===== src/design/uifc_pkg.sv =====
// Constants for the UART interrupt and queue control block
package uifc_pkg;
   // Register addresses on the A2-A0 bus
   localparam logic [2:0] ADDR_RXHOLD = 3'h0;
   localparam logic [2:0] ADDR_MASK = 3'h1;
   localparam logic [2:0] ADDR_STATUS = 3'h2;
   localparam logic [2:0] ADDR_QCTRL = 3'h2;
   localparam logic [2:0] ADDR_LINE = 3'h5;
   localparam logic [2:0] ADDR_MODEM = 3'h6;
   // Interrupt source codes, status bits 5:0
   localparam logic [5:0] ID_LINE = 6'h06;
   localparam logic [5:0] ID_TOUT = 6'h0c;
   localparam logic [5:0] ID_RECEIVE_READY_SOURCE = 6'h04;
   localparam logic [5:0] ID_TRANSMIT_READY_SOURCE = 6'h02;
   localparam logic [5:0] ID_MODEM = 6'h00;
   localparam logic [5:0] ID_XOFF = 6'h10;
   localparam logic [5:0] ID_FLOW = 6'h20;
   localparam logic [5:0] ID_NONE = 6'h01;
   // Interrupt mask bit positions
   localparam int MB_RX = 0;
   localparam int MB_TX = 1;
   localparam int MB_LINE = 2;
   localparam int MB_MODEM = 3;
   localparam int MB_SLEEP = 4;
   localparam int MB_XOFF = 5;
   localparam int MB_RTS = 6;
   localparam int MB_CTS = 7;
   localparam logic [7:0] MASK_RESET = 8'h00;
   localparam logic [7:0] MASK_ENH = 8'hf0;
   // Queue control bit positions
   localparam int QC_EN = 0;
   localparam int QC_RXRST = 1;
   // Receive time-out span
   localparam int TOUT_CHARS = 4;
   localparam int TOUT_EXTRA_BITS = 12;
   localparam int TMR_W = 8;
endpackage : uifc_pkg


===== src/design/uifc_core.sv =====
// UART channel interrupt enable, status and queue control logic
// What this block does
// - FIFO receive interrupt follows trigger level
// - Data-ready sets on push, clears when empty
// - Cleared basic enables give polled mode with enhanced bit off
// - Line status bits assembled as documented
// - Non-FIFO receive interrupt while holding data
// - Transmit ready; enabling while empty raises it
// - Line errors raise line status interrupt
// - Modem deltas raise modem interrupt
// - Upper enables writable only with enhanced bit
// - Auto RTS/CTS rising edges raise interrupt
// - Time-out after four chars plus twelve bits
// - Transmit ready on FIFO empty or below trigger, on transmitter empty only with RS485
// - Xoff or special match raises interrupt
// - Line and modem status reads clear theirs
// - Time-out clears on receive holding read
// - Status read or transmit write clears TX
// - Xoff and special clearing conditions
// - Priority encoding of status bits 5:0
// - Status read reports only highest source
// - Status bits 5:4 need enhanced bit
// - Status bits 7:6 show FIFO enable
// - Queue control bits need enable bit
// - Receive FIFO reset pulses and self-clears
`timescale 1ns/10ps
module uifc_core #(
   parameter int CHAR_BITS = 10,
   parameter int LVL_W = 8
) (
   input wire logic clk_i,
   input wire logic rst_i,
   input wire logic [2:0] addr_i,
   input wire logic rd_i,
   input wire logic wr_i,
   input wire logic [7:0] wdata_i,
   output logic [7:0] rdata_o,
   input wire logic enh_en_i,
   input wire logic auto_rts_i,
   input wire logic auto_cts_i,
   input wire logic rs485_i,
   input wire logic rx_push_i,
   input wire logic [LVL_W-1:0] rx_level_i,
   input wire logic [LVL_W-1:0] rx_trig_i,
   input wire logic overrun_i,
   input wire logic [2:0] head_err_i,
   input wire logic fifo_err_i,
   input wire logic thr_empty_i,
   input wire logic tx_below_trig_i,
   input wire logic tx_fifo_empty_i,
   input wire logic tx_all_empty_i,
   input wire logic [3:0] modem_delta_i,
   input wire logic [7:0] modem_status_i,
   input wire logic xoff_match_i,
   input wire logic xon_match_i,
   input wire logic special_match_i,
   input wire logic bit_tick_i,
   input wire logic rts_n_i,
   input wire logic cts_n_i,
   output logic irq_o,
   output logic fifo_en_o,
   output logic rx_fifo_reset_o,
   output logic [7:0] mask_o
);

   localparam int TOUT_LIMIT = uifc_pkg::TOUT_CHARS * CHAR_BITS + uifc_pkg::TOUT_EXTRA_BITS;

   if (CHAR_BITS < 5 || CHAR_BITS > 16) begin : g_chk_char
      $error("CHAR_BITS out of range");
   end
   if (LVL_W < 1 || LVL_W > 16) begin : g_chk_lvl
      $error("LVL_W out of range");
   end
   if (TOUT_LIMIT >= (1 << uifc_pkg::TMR_W)) begin : g_chk_tout
      $error("time-out span exceeds timer width");
   end

   // Priority encoder of pending sources
   function automatic logic [5:0] enc_id(input logic [6:0] p);
      logic [5:0] r;
      r = uifc_pkg::ID_NONE;
      if (p[0]) begin
         r = uifc_pkg::ID_LINE;
      end else if (p[1]) begin
         r = uifc_pkg::ID_TOUT;
      end else if (p[2]) begin
         r = uifc_pkg::ID_RECEIVE_READY_SOURCE;
      end else if (p[3]) begin
         r = uifc_pkg::ID_TRANSMIT_READY_SOURCE;
      end else if (p[4]) begin
         r = uifc_pkg::ID_MODEM;
      end else if (p[5]) begin
         r = uifc_pkg::ID_XOFF;
      end else if (p[6]) begin
         r = uifc_pkg::ID_FLOW;
      end
      return r;
   endfunction : enc_id

   function automatic logic rise(input logic now, input logic prev);
      return now & ~prev;
   endfunction : rise

   localparam int TMR_W_L = uifc_pkg::TMR_W;

   logic [7:0] mask_q;
   logic [7:0] rdata_q;
   logic [TMR_W_L-1:0] tmr_q;
   logic fifo_en_q, rxrst_q, dr_q, line_q, tout_q, transmit_ready_source_q, modem_q, xoff_q, spec_q, flow_q, irq_q;
   logic ovr_p_q, thr_p_q, below_p_q, fempty_p_q, all_p_q, rts_p_q;
   logic cts_s1_q, cts_s2_q, cts_s3_q, cts_q;

   // Bus decode
   logic rd_rhr, rd_isr, rd_lsr, rd_msr, wr_mask, wr_qc, wr_thr;
   assign rd_rhr = rd_i && addr_i == uifc_pkg::ADDR_RXHOLD;
   assign rd_isr = rd_i && addr_i == uifc_pkg::ADDR_STATUS;
   assign rd_lsr = rd_i && addr_i == uifc_pkg::ADDR_LINE;
   assign rd_msr = rd_i && addr_i == uifc_pkg::ADDR_MODEM;
   assign wr_mask = wr_i && addr_i == uifc_pkg::ADDR_MASK;
   assign wr_qc = wr_i && addr_i == uifc_pkg::ADDR_QCTRL;
   assign wr_thr = wr_i && addr_i == uifc_pkg::ADDR_RXHOLD;

   // Source conditions
   logic rx_has;
   logic rx_trig;
   logic receive_ready_source_src;
   logic tx_empty_now;
   logic tx_evt;
   logic tx_en_evt;
   logic line_evt;
   logic cts_stable;
   logic [6:0] pend;
   logic [5:0] id;

   assign rx_has = rx_level_i != '0;
   assign rx_trig = rx_level_i >= rx_trig_i;
   assign receive_ready_source_src = fifo_en_q ? rx_trig : rx_has;
   assign tx_empty_now = fifo_en_q ? (tx_below_trig_i | tx_fifo_empty_i) : thr_empty_i;
   assign tx_evt = fifo_en_q ?
      (rise(tx_below_trig_i, below_p_q) | rise(tx_fifo_empty_i, fempty_p_q) |
       (rs485_i & rise(tx_all_empty_i, all_p_q))) :
      rise(thr_empty_i, thr_p_q);
   assign tx_en_evt = wr_mask & wdata_i[uifc_pkg::MB_TX] & ~mask_q[uifc_pkg::MB_TX] & tx_empty_now;
   assign line_evt = (rx_push_i & (|head_err_i)) | rise(overrun_i, ovr_p_q);

   // Pending, gated by enables; all clear gives polled mode
   assign pend[0] = line_q & mask_q[uifc_pkg::MB_LINE];
   assign pend[1] = tout_q & mask_q[uifc_pkg::MB_RX];
   assign pend[2] = receive_ready_source_src & mask_q[uifc_pkg::MB_RX];
   assign pend[3] = transmit_ready_source_q & mask_q[uifc_pkg::MB_TX];
   assign pend[4] = modem_q & mask_q[uifc_pkg::MB_MODEM];
   assign pend[5] = (xoff_q | spec_q) & mask_q[uifc_pkg::MB_XOFF] & enh_en_i;
   assign pend[6] = flow_q & enh_en_i;
   assign id = enc_id(pend);

   // Interrupt mask register
   always_ff @(posedge clk_i or posedge rst_i) begin
      if (rst_i) begin
         mask_q <= uifc_pkg::MASK_RESET;
      end else if (wr_mask) begin
         if (enh_en_i) begin
            mask_q <= wdata_i;
         end else begin
            mask_q <= (mask_q & uifc_pkg::MASK_ENH) | (wdata_i & ~uifc_pkg::MASK_ENH);
         end
      end
   end

   // Queue control: enable and receive reset
   always_ff @(posedge clk_i or posedge rst_i) begin
      if (rst_i) begin
         fifo_en_q <= 1'b0;
         rxrst_q <= 1'b0;
      end else begin
         rxrst_q <= 1'b0;
         if (wr_qc) begin
            fifo_en_q <= wdata_i[uifc_pkg::QC_EN];
            rxrst_q <= wdata_i[uifc_pkg::QC_EN] & wdata_i[uifc_pkg::QC_RXRST];
         end
      end
   end

   // Receive data ready flag
   always_ff @(posedge clk_i or posedge rst_i) begin
      if (rst_i) begin
         dr_q <= 1'b0;
      end else if (rx_push_i) begin
         dr_q <= 1'b1;
      end else if (!rx_has || rxrst_q) begin
         dr_q <= 1'b0;
      end
   end

   // Line status interrupt
   always_ff @(posedge clk_i or posedge rst_i) begin
      if (rst_i) begin
         line_q <= 1'b0;
      end else if (line_evt) begin
         line_q <= 1'b1;
      end else if (rd_lsr) begin
         line_q <= 1'b0;
      end
   end

   // Receive time-out timer
   always_ff @(posedge clk_i or posedge rst_i) begin
      if (rst_i) begin
         tmr_q <= '0;
      end else if (rx_push_i || rd_rhr || !rx_has || rxrst_q) begin
         tmr_q <= '0;
      end else if (bit_tick_i && tmr_q < TMR_W_L'(TOUT_LIMIT)) begin
         tmr_q <= tmr_q + 1'b1;
      end
   end

   always_ff @(posedge clk_i or posedge rst_i) begin
      if (rst_i) begin
         tout_q <= 1'b0;
      end else if (fifo_en_q && rx_has && bit_tick_i && tmr_q == TMR_W_L'(TOUT_LIMIT - 1)) begin
         tout_q <= 1'b1;
      end else if (rd_rhr || !rx_has) begin
         tout_q <= 1'b0;
      end
   end

   // Transmit ready interrupt
   always_ff @(posedge clk_i or posedge rst_i) begin
      if (rst_i) begin
         transmit_ready_source_q <= 1'b0;
      end else if ((tx_evt & mask_q[uifc_pkg::MB_TX]) | tx_en_evt) begin
         transmit_ready_source_q <= 1'b1;
      end else if (wr_thr || (rd_isr && id == uifc_pkg::ID_TRANSMIT_READY_SOURCE)) begin
         transmit_ready_source_q <= 1'b0;
      end
   end

   // Modem status interrupt
   always_ff @(posedge clk_i or posedge rst_i) begin
      if (rst_i) begin
         modem_q <= 1'b0;
      end else if (|modem_delta_i) begin
         modem_q <= 1'b1;
      end else if (rd_msr) begin
         modem_q <= 1'b0;
      end
   end

   // Xoff and special character interrupts
   always_ff @(posedge clk_i or posedge rst_i) begin
      if (rst_i) begin
         xoff_q <= 1'b0;
      end else if (xoff_match_i) begin
         xoff_q <= 1'b1;
      end else if (xon_match_i || (rd_isr && id == uifc_pkg::ID_XOFF)) begin
         xoff_q <= 1'b0;
      end
   end

   always_ff @(posedge clk_i or posedge rst_i) begin
      if (rst_i) begin
         spec_q <= 1'b0;
      end else if (special_match_i) begin
         spec_q <= 1'b1;
      end else if (rx_push_i || (rd_isr && id == uifc_pkg::ID_XOFF)) begin
         spec_q <= 1'b0;
      end
   end

   // CTS pin synchroniser and stable level
   always_ff @(posedge clk_i or posedge rst_i) begin
      if (rst_i) begin
         cts_s1_q <= 1'b1;
         cts_s2_q <= 1'b1;
         cts_s3_q <= 1'b1;
      end else begin
         cts_s1_q <= cts_n_i;
         cts_s2_q <= cts_s1_q;
         cts_s3_q <= cts_s2_q;
      end
   end

   assign cts_stable = (cts_s2_q == cts_s3_q) ? cts_s3_q : cts_q;

   always_ff @(posedge clk_i or posedge rst_i) begin
      if (rst_i) begin
         cts_q <= 1'b1;
      end else begin
         cts_q <= cts_stable;
      end
   end

   // Flow control change interrupt
   always_ff @(posedge clk_i or posedge rst_i) begin
      if (rst_i) begin
         flow_q <= 1'b0;
      end else if ((auto_rts_i & mask_q[uifc_pkg::MB_RTS] & rise(rts_n_i, rts_p_q)) |
                   (auto_cts_i & mask_q[uifc_pkg::MB_CTS] & rise(cts_stable, cts_q))) begin
         flow_q <= 1'b1;
      end else if (rd_msr) begin
         flow_q <= 1'b0;
      end
   end

   // Previous values for edge detection
   always_ff @(posedge clk_i or posedge rst_i) begin
      if (rst_i) begin
         ovr_p_q <= 1'b0;
         thr_p_q <= 1'b1;
         below_p_q <= 1'b1;
         fempty_p_q <= 1'b1;
         all_p_q <= 1'b1;
         rts_p_q <= 1'b1;
      end else begin
         ovr_p_q <= overrun_i;
         thr_p_q <= thr_empty_i;
         below_p_q <= tx_below_trig_i;
         fempty_p_q <= tx_fifo_empty_i;
         all_p_q <= tx_all_empty_i;
         rts_p_q <= rts_n_i;
      end
   end

   // Registered read data
   always_ff @(posedge clk_i or posedge rst_i) begin
      if (rst_i) begin
         rdata_q <= '0;
      end else if (rd_i) begin
         case (addr_i)
            uifc_pkg::ADDR_MASK: rdata_q <= mask_q;
            uifc_pkg::ADDR_STATUS: rdata_q <= {{2{fifo_en_q}}, id};
            uifc_pkg::ADDR_LINE: rdata_q <= {fifo_err_i, tx_all_empty_i, thr_empty_i,
                                             head_err_i, overrun_i, dr_q};
            uifc_pkg::ADDR_MODEM: rdata_q <= modem_status_i;
            default: rdata_q <= '0;
         endcase
      end
   end

   always_ff @(posedge clk_i or posedge rst_i) begin
      if (rst_i) begin
         irq_q <= 1'b0;
      end else begin
         irq_q <= |pend;
      end
   end

   assign rdata_o = rdata_q;
   assign irq_o = irq_q;
   assign fifo_en_o = fifo_en_q;
   assign rx_fifo_reset_o = rxrst_q;
   assign mask_o = mask_q;

   a_rx_trigger: assert property (@(posedge clk_i) disable iff (rst_i)
      fifo_en_q && mask_q[0] && rx_trig && !pend[0] && !pend[1] |-> id == uifc_pkg::ID_RECEIVE_READY_SOURCE)
      else $error("receive trigger not reported");

   a_dr_clear: assert property (@(posedge clk_i) disable iff (rst_i)
      !rx_has && !rx_push_i |=> !dr_q)
      else $error("data ready stuck with empty fifo");

   a_line_bits: assert property (@(posedge clk_i) disable iff (rst_i)
      rd_lsr |=> rdata_o[5] == $past(thr_empty_i) && rdata_o[0] == $past(dr_q))
      else $error("line status bits wrong");

   a_tx_enable: assert property (@(posedge clk_i) disable iff (rst_i)
      wr_mask && wdata_i[1] && !mask_q[1] && !fifo_en_q && thr_empty_i |=> transmit_ready_source_q)
      else $error("transmit ready not raised on enable");

   a_modem_clear: assert property (@(posedge clk_i) disable iff (rst_i)
      rd_msr && modem_delta_i == 4'h0 |=> !modem_q)
      else $error("modem interrupt not cleared");

   a_status_fifo: assert property (@(posedge clk_i) disable iff (rst_i)
      rd_isr |=> rdata_o[7:6] == {2{$past(fifo_en_q)}})
      else $error("fifo enable bits wrong");

   a_irq_none: assert property (@(posedge clk_i) disable iff (rst_i)
      id == uifc_pkg::ID_NONE |=> !irq_o)
      else $error("interrupt active with none pending");

   a_rxrst_pulse: assert property (@(posedge clk_i) disable iff (rst_i)
      rx_fifo_reset_o && !wr_qc |=> !rx_fifo_reset_o)
      else $error("receive reset did not self clear");

   a_enh_lock: assert property (@(posedge clk_i) disable iff (rst_i)
      wr_mask && !enh_en_i |=> mask_q[7:4] == $past(mask_q[7:4]))
      else $error("upper enables written without enhanced bit");

   a_tout_clear: assert property (@(posedge clk_i) disable iff (rst_i)
      rd_rhr && !bit_tick_i |=> !tout_q)
      else $error("time-out not cleared by read");

endmodule : uifc_core


===== config.mk =====
export PLATFORM = sky130hd
export DESIGN_NAME = uifc_core
export DESIGN_NICKNAME = d
export VERILOG_FILES = /design/src/design/uifc_pkg.sv /design/src/design/uifc_core.sv
export SDC_FILE = /design/constraint.sdc
export NUM_CORES = 1
export LEC_CHECK = 0
export BUFFER_PORTS_ARGS = -buffer_cell sky130_fd_sc_hd__buf_4
export CAP_MARGIN = 20
export CORE_AREA = 5 5 84 86
export CTS_BUF_LIST = sky130_fd_sc_hd__clkbuf_8
export DETAILED_ROUTE_END_ITERATION = 10
export DIE_AREA = 0 0 89 91
export GPL_ROUTABILITY_DRIVEN = 0
export GPL_TIMING_DRIVEN = 0
export MAX_ROUTING_LAYER = met4
export PLACE_DENSITY = 0.67
export SETUP_SLACK_MARGIN = 0.05
export SYNTH_ARGS = -nofsm -noshare
export SYNTH_HDL_FRONTEND = slang
export SYNTH_SLANG_ARGS = --single-unit

===== constraint.sdc =====
create_clock -name clk_i -period 1.6 [get_ports clk_i]
set_clock_uncertainty 0.15 [all_clocks]
set_input_delay 0.16 -clock clk_i [delete_from_list [all_inputs] [get_ports clk_i]]
set_output_delay 0.16 -clock clk_i [all_outputs]
set_load 0.01 [all_outputs]

* After elaboration in Yosys (flattened, before gate mapping) *
Index checks and enable logic that the tools add are counted.

operators by class
  add/subtract/negate cells = 1
  multiply operators = 0
  div/mod/pow operators = 0
  magnitude comparators = 2
  equal/unequal tests = 8
  shifts and indexed selects = 0
  multiplexer cells = 31
  bitwise gates (word level) = 42
  reductions and logical operators = 36

operators with widths
  operator                                                     number
  2-to-1 mux 6 bit                                             7
  case mux 8 bit (4 select lines)                              1
  AND 1 bit                                                    26
  2-to-1 mux 8 bit                                             3
  2-to-1 mux 1 bit                                             20
  nonzero test 2 bit                                           9
  logical AND 1 bit                                            13
  adder 8 x 1 -> 8 bit (second input constant)                 1
  == test 8 x 6 -> 1 bit (second input constant)               1
  greater-or-equal comparator 8 bit                            1
  logical OR 1 bit                                             8
  less-than comparator 8 x 6 -> 1 bit (second input constant)  1
  inverter 1 bit                                               8
  bitwise OR 8 x 4 -> 8 bit                                    1
  nonzero test 8 bit                                           1
  bitwise OR 1 bit                                             7
  OR reduction 7 bit                                           1
  == test 3 bit (second input constant)                        2
  == test 6 x 2 -> 1 bit (second input constant)               1
  == test 6 x 5 -> 1 bit (second input constant)               1
  OR reduction 4 bit                                           1
  == test 3 x 1 -> 1 bit (second input constant)               1
  == test 3 x 2 -> 1 bit (second input constant)               1
  zero test 3 bit                                              1
  3 further kinds                                              3

storage, ports and cells
  register bits after elaboration = 45
  bits in latches = 0
  RAM bits = 0
  ROM bits = 0
  bits of input ports = 63
  output and inout bits = 19
  word-level logic and storage cells = 144
  memories kept = 0

* Depth between registers and ports, before layout *
Gate-level depths: netlist (run 1).

  depth in word-level cells = 14
  mapped depth = 8
  mapped depth without buffers = 8

* Least setup slack after synthesis (run 1) *
OpenSTA, ideal clock, no wires.

  path type = in2reg
  from = in rx_trig_i[2]
  to = reg rdata_q[5], in the netlist rdata_o[5]
  setup time = 0.076 ns
  data arrival time = 1.851 ns
  data required time = 1.374 ns
  setup slack = -0.478 ns
  stages = 8
  buffers on the path = 0
  path through = inv_1 ha_1 and3_1 o21ai_0 a31oi_1 o311a_4 or4b_4 o21ai_1

on the way
  word-level cells in the longest chain between the ends = 7

ends and longest elaborated chain
  item                               line              text
  from (decl)                        uifc_core.sv:44   input wire logic [LVL_W-1:0] rx_trig_i,
  greater-or-equal comparator 8 bit  uifc_core.sv:136  assign rx_trig = rx_level_i >= rx_trig_i;
  2-to-1 mux 1 bit                   uifc_core.sv:137  assign receive_ready_source_src = fifo_en_q ? rx_trig : rx_has;
  AND 1 bit                          uifc_core.sv:149  assign pend[2] = receive_ready_source_src & mask_q[uifc_pkg::MB_RX];
  2-to-1 mux 6 bit                   uifc_core.sv:86   end else if (p[2]) begin
  2-to-1 mux 6 bit                   uifc_core.sv:84   end else if (p[1]) begin
  2-to-1 mux 6 bit                   uifc_core.sv:82   if (p[0]) begin
  case mux 8 bit (4 select lines)    uifc_core.sv:328  case (addr_i)
  to (signal assigned)               uifc_core.sv:329  uifc_pkg::ADDR_MASK: rdata_q <= mask_q;
  to (signal assigned)               uifc_core.sv:330  uifc_pkg::ADDR_STATUS: rdata_q <= {{2{fifo_en_q}}, id};
  to (signal assigned)               uifc_core.sv:331  uifc_pkg::ADDR_LINE: rdata_q <= {fifo_err_i, tx_all_empty_i, thr_empty_i,
  to (decl)                          uifc_core.sv:107  logic [7:0] rdata_q;

Every way passes these cells.
A chain may end at the register's enable or synchronous reset.

* Worst setup path after layout (run 1) *
  from = reg mask_q[0], in the netlist mask_o[0]
  to = reg rdata_q[5], in the netlist rdata_o[5]

on the way
  word-level cells in the longest chain between the ends = 5

ends and longest elaborated chain
  item                                 line              text
  from (decl)                          uifc_core.sv:106  logic [7:0] mask_q;
  from (signal assigned)               uifc_core.sv:159  mask_q <= uifc_pkg::MASK_RESET;
  from (signal assigned)               uifc_core.sv:162  mask_q <= wdata_i;
  from (signal assigned)               uifc_core.sv:164  mask_q <= (mask_q & uifc_pkg::MASK_ENH) | (wdata_i & ~uifc_pkg::MASK_ENH);
  AND 1 bit                            uifc_core.sv:149
  2-to-1 mux 6 bit                     uifc_core.sv:86
  2-to-1 mux 6 bit (*)                 uifc_core.sv:84
  2-to-1 mux 6 bit (*)                 uifc_core.sv:82
  case mux 8 bit (4 select lines) (*)  uifc_core.sv:328

Every way passes the cells marked *; elsewhere a longest branch is shown, timed or not.

==> results of run 1 <==
metrics by stage:
stage / cell area [um^2] / total power (W) / setup TNS [ps] / hold slack [ps] / instances
4_1_cts: 3561 / 0.003094 / -1794 / 5.166 / 425
6_report: 3661 / 0.003134 / -1418 / 5.265 / 429
5_1_grt: 3661 / 0.003304 / -2009 / 23.64 / 429
3_5_place_dp: 3157 / 0.002132 / -6594 / 51.20 / 390
3_3_place_gp: 3137 / 0.002112 / -19180 / 118.9 / 389
2_1_floorplan: 2440 / 0.001747 / -2389 / 14.48 / 232
synthesized netlist by cell type (2+ instances only):
library cell,count
xor2_1,3
o21bai_1,2
nor3_1,2
o211ai_1,3
and2_1,4
a21boi_0,2
a21oi_1,10
ha_1,12
nor4_1,2
mux2_2,15
nand3b_1,3
o21ai_1,3
nand4_1,6
clkbuf_1,7
nor2_1,17
a31oi_1,2
nand3_1,4
nor2b_1,5
nand2_1,20
a221oi_1,2
and3_1,2
a22oi_1,7
nand2b_1,2
dfstp_2,9
o2bb2ai_1,2
or4_4,2
dfrtp_1,36
inv_1,19
a21o_1,2
o21ai_0,6
worst max path at each step:
stage | startpoint | end | slack [ps] | cells past startpoint
floorplan | rx_trig_i[1] | rdata_o[4]$_DFFE_PP0P_ | -420 | 8
global placement | rx_trig_i[1] | rdata_o[4]$_DFFE_PP0P_ | -680 | 9
detailed placement | rx_trig_i[1] | rdata_o[4]$_DFFE_PP0P_ | -690 | 9
CTS | rx_trig_i[1] | rdata_o[4]$_DFFE_PP0P_ | -270 | 9
global route | mask_o[0]$_DFFE_PP0P_ | rdata_o[5]$_DFFE_PP0P_ | -320 | 4
finish | mask_o[0]$_DFFE_PP0P_ | rdata_o[5]$_DFFE_PP0P_ | -270 | 4
critical path, stage by stage (launching register included):
cell      delay [ps]
dfrtp_2          440
and2_1           260
nand3b_1         220
or4b_4           590
o21ai_2          140
layout make-up:
type / instances / area share, %
Sequential cell: 45 / 31.13
Tap cell: 77 / 2.632
Buffer: 5 / 0.6494
Clock inverter: 2 / 0.9228
Clock buffer: 6 / 2.256
Timing Repair Buffer: 114 / 25.73
Inverter: 20 / 2.392
Multi-Input combinational cell: 160 / 34.28
cell families after synthesis:
group / share of synthesized area, %
buffers and inverters: 4.245
muxes: 7.495
and+or+nand+nor: 16.82
xor gates and xnor gates: 1.468
adders and majority gates: 6.708
AOI/OAI and AO/OA: 15.62
DFF: 47.64
routing by layer:
metal	global-route usage, %	wire (um)	up-vias	share of wire (%)
met5	-	0	-	0
met4	5.707	148	0	2.2
met3	4.072	525	13	7.8
met2	25.93	3091	75	46
met1	23.31	2952	1036	44
li1	-	-	1068	-
what timing repair did:
| item | 4_1_cts | 5_1_grt |
|---|---|---|
| setup endpoints to repair | 12 | 13 |
| gates resized for setup | 6 | 20 |
| hold buffers | 25 | 0 |
| pin swaps | 8 | 8 |
| endpoints found under the hold margin | 40 | 0 |
| buffers inserted | 3 | 5 |
power groups by stage:
stage	clock, W	sequential [W]	combinational [W]
final	0.000884	0.00138	0.000872
after global routing	0.000948	0.00140	0.000958
after CTS	0.000902	0.00138	0.000813
after detailed placement	0	0.00140	0.000728
after global placement	0	0.00140	0.000711
after floorplan	0	0.00140	0.000348
==> flow_summary.toml, run 1 <==
[synthesis]
synthesis.nets = 307
syn_area_per_cell_um2 = 10.29
synth.area.top_cells = "dfrtp_1 (38%), dfstp_2 (9.9%), mux2_2 (7.1%)"
yosys_register_bits = 45
synth_top_flop_cell = "dfrtp_1"
synth_edf_count = 0
synth_cell_type_count = 51
yosys_warnings = 0
yosysTopAreaCell = "dfrtp_1"
yosysSeqAreaShare_pct = 47.64
synthCells = 232
synth.top_cell.area_share_pct = 37.74
synthArstFlopShare_pct = 100.0
syn_area_mm2 = 0.002387

[power_and_ir_drop]
p_leak_nw = 1.689
seqPwrFrac_pct = 44.0
irDropWorstVdd_v = 0.0005992
clockPowerShare_pct = 28.2
pwr-share-comb_pct = 27.8
swShare_pct = 28.02
p_int_w = 0.002256
p_switching_w = 0.0008780
pwr_density_cell_mw_per_mm2 = 856.0

[clock_network]
cts-buffers-inserted = 5
cts_tree = "done"
clk-insertion-delay-late_ps = 300
h-tree-depth = 2
cts-root-buf = "clkbuf_8"
cts_buffer_depth = 2
clkSinkCount = 45
cts.clk_slew.worst_paths_ps = 90

[layout]
final_core_util_pct = 59.00
diodes = 0
seqCellArea_mm2 = 0.001140
n_fill_cell = 525
final_cell_mix = "buf_4 (86), dfrtp_1 (34), dlygate4sd3_1 (25)"
area_delta_synth_final_pct = 53.35
multi_input_area_mm2 = 0.001255
mostFrequentLayoutCell = "buf_4"
finalNetCount = 426
drive_gt1_share_pct = 43.75

[global_routing]
antenna_found_initial = 0
grt_pass1_wl_um = 10840
grt_pass1_vias = 2308
grt_start_max_net_pins = 27
overflow = 0
grt_usage_pct = 17.40

[worst_setup_path]
worstSetupStartpointType = "flop"
rr_endpoint = "rdata_o[5]$_DFFE_PP0P_"
required_ps = 1680
path_class = "flop to flop"
end_kind = "flop"
reg2reg_from = "mask_o[0]$_DFFE_PP0P_"
rrSetupSlack_ps = -270
crit_arrival_ps = 1950
r2r_cells = 4
worstPathMaxFanout = 6

[sta]
setup_viol = 7
fmax_ghz = 0.5350
relSlewSlack_pct = 69.95
final_max_slew_viol_count = 0
layout_setup_ws_ps = -269.1
tightest_slew_ps = 450.1
timing.final.crit_share_pct = 116.8
rsz0062_at_grt = "yes"
min_period_ps = 1869
finalHoldViolations = 0

[drt]
vias = 2192
drt_pass1_iterations = 4
first_iter_violations = 137
antenna_left = 0
wl_per_cell_um = 15.66
drc = 0
viasPerCell = 5.110
finalWirelength_um = 6718

[place]
port_buffers = 80
dp_hpwl_um = 5076
dp_slack_ps = -685.9

[outcome]
status = "finished with violations"
violations = "setup timing"

[floorplan]
initial_utilization_pct = 38.48
die_area_mm2 = 0.008099
core_mm2 = 0.006205
pin_count = 82
rows = 29
die_x_um = 89
die_h_um = 91

[hold_path]
holdPathStages = 3
hp-start = "enh_en_i"
hold_path.class = "input pin to flop"
min_to = "rdata_o[5]$_DFFE_PP0P_"

[run]
drv_cap = 0
Power figures use the tool's default switching activity.
==> run 2: changes to the inputs <==
--- a/config.mk
+++ b/config.mk
@@ -5,16 +5,15 @@
 export SDC_FILE = /design/constraint.sdc
 export NUM_CORES = 1
 export LEC_CHECK = 0
-export BUFFER_PORTS_ARGS = -buffer_cell sky130_fd_sc_hd__buf_4
 export CAP_MARGIN = 20
 export CORE_AREA = 5 5 84 86
 export CTS_BUF_LIST = sky130_fd_sc_hd__clkbuf_8
 export DETAILED_ROUTE_END_ITERATION = 10
 export DIE_AREA = 0 0 89 91
+export DONT_BUFFER_PORTS = 1
 export GPL_ROUTABILITY_DRIVEN = 0
 export GPL_TIMING_DRIVEN = 0
 export MAX_ROUTING_LAYER = met4
-export PLACE_DENSITY = 0.67
 export SETUP_SLACK_MARGIN = 0.05
 export SYNTH_ARGS = -nofsm -noshare
 export SYNTH_HDL_FRONTEND = slang
==> flow_summary.toml, run 2 (synthesis gave the netlist of run 1 again) <==
[sta]
hold_ws_ps = 5.563
layout_setup_ws_ps = -262.0
timing.final.crit_share_pct = 116.4
fmax_ghz = 0.5371
tightest_slew_ps = 465.1
final_max_slew_viol_count = 0
setup_tns_ps = -1655
finalHoldViolations = 0
relSlewSlack_pct = 68.71
min_period_ps = 1862
rsz0062_at_grt = "yes"
setup_viol = 9

[worst_setup_path]
worstPathMaxFanout = 7
worstSetupStartpoint = "fifo_en_o$_DFFE_PP0P_"
reg2reg_from = "fifo_en_o$_DFFE_PP0P_"
end_kind = "flop"
worstSetupStartpointType = "flop"
required_ps = 1680
path_class = "flop to flop"
crit_arrival_ps = 1940

[floorplan]
rows = 29
die_area_mm2 = 0.008099
die_x_um = 89
pin_count = 82
die_h_um = 91
core_mm2 = 0.006205
initial_utilization_pct = 38.48

[layout]
area_delta_synth_final_pct = 30.97
diodes = 0
final_cell_mix = "dfrtp_1 (33), dlygate4sd3_1 (33), nand2_1 (20)"
fin_cells = 354
drive_gt1_share_pct = 24.91
finalNetCount = 351
final_area_mm2 = 0.003127
seqCellArea_mm2 = 0.001141
n_fill_cell = 552
multi_input_area_mm2 = 0.001269

[global_routing]
grt_start_max_net_pins = 45
overflow = 0
antenna_found_initial = 0
grt_pass1_wl_um = 10410
grt_usage_pct = 16.93
grt_pass1_vias = 2078

[drt]
viasPerCell = 5.494
vias = 1945
first_iter_violations = 101
drc = 0
antenna_left = 0
wl_per_cell_um = 18.43
drt_pass1_iterations = 4
finalWirelength_um = 6525

[clock_network]
cts-root-buf = "clkbuf_8"
clkSinkCount = 45
clk-insertion-delay-late_ps = 300
cts.clk_slew.worst_paths_ps = 80
cts_tree = "done"
cts-buffers-inserted = 5
cts_buffer_depth = 2
h-tree-depth = 2

[hold_path]
hp-start = "modem_status_i[3]"
hold_path.class = "input pin to flop"

[place]
dp_hpwl_um = 4788
dp.cells = 310
place_area_mm2 = 0.002556
port_buffers = 0
dp_slack_ps = -542.4

[outcome]
status = "finished with violations"
violations = "setup timing"

[run]
drv_cap = 0

[power_and_ir_drop]
pwr_density_cell_mw_per_mm2 = 935.8
irDropWorstVdd_v = 0.0006571
p_leak_nw = 1.317
run 2: per-stage QoR:
stage	power [W]	utilization, %
5_1_grt	0.003077	50.39
3_5_place_dp	0.001888	41.20
4_1_cts	0.002887	49.12
6_report	0.002926	50.39
3_3_place_gp	0.001875	40.88
2_1_floorplan	0.001747	-
run 2: metal layers:
metal | vias up | part of all wire, % | global-route usage [%] | wire [um]
met2 | 82 | 48 | 26.67 | 3100
met3 | 8 | 9.6 | 6.425 | 627
li1 | 919 | - | - | -
met5 | - | 0 | - | 0
met4 | 0 | 1.2 | 4.467 | 76
met1 | 936 | 42 | 20.30 | 2720
run 2: cell type report:
type                    instances  share of cell area [%]
multi-input cells             160                   40.58
flip-flops and latches         45                   36.49
repair buffers                 40                   12.77
well taps                      77                   3.081
inverters                      20                   2.801
clock buffers                   6                   2.641
clock inverters                 2                   1.080
plain buffers                   4                  0.5602
run 2: path summary, 6_finish.rpt:
path | to | slack, ps | cells after the start
max in group asynchronous | fempty_p_q$_DFF_PP1_ | 820 | 3
worst max register to register | rdata_o[0]$_DFFE_PP0P_ | -260 | 4
worst max-delay path | rdata_o[0]$_DFFE_PP0P_ | -260 | 4
worst min-delay path | rdata_o[3]$_DFFE_PP0P_ | 6 | 3
worst min register to register | cts_s2_q$_DFF_PP1_ | 210 | 0
min in group asynchronous | cts_s1_q$_DFF_PP1_ | 190 | 2
run 2: timing repair:
action | 4_1_cts | 5_1_grt
pin swaps | 2 | 3
endpoints found under the hold margin | 75 | 0
setup endpoints to repair | 13 | 16
gates resized for setup | 7 | 14
buffers inserted | 3 | 3
hold buffers | 33 | 0
run 2: where the power goes:
group / leakage, nW / internal, W / switching [W]
Clock: 0.0626 / 0.000503 / 0.000381
Combinational: 0.717 / 0.000321 / 0.000288
Sequential: 0.538 / 0.00127 / 0.000168
Total: 1.32 / 0.00209 / 0.000836
run 2: worst max-delay path, stage by stage, from the launching register on:
cell,delay (ps)
dfrtp_2,480
nand3b_1,120
o311a_4,340
or4b_4,540
o21ai_1,150
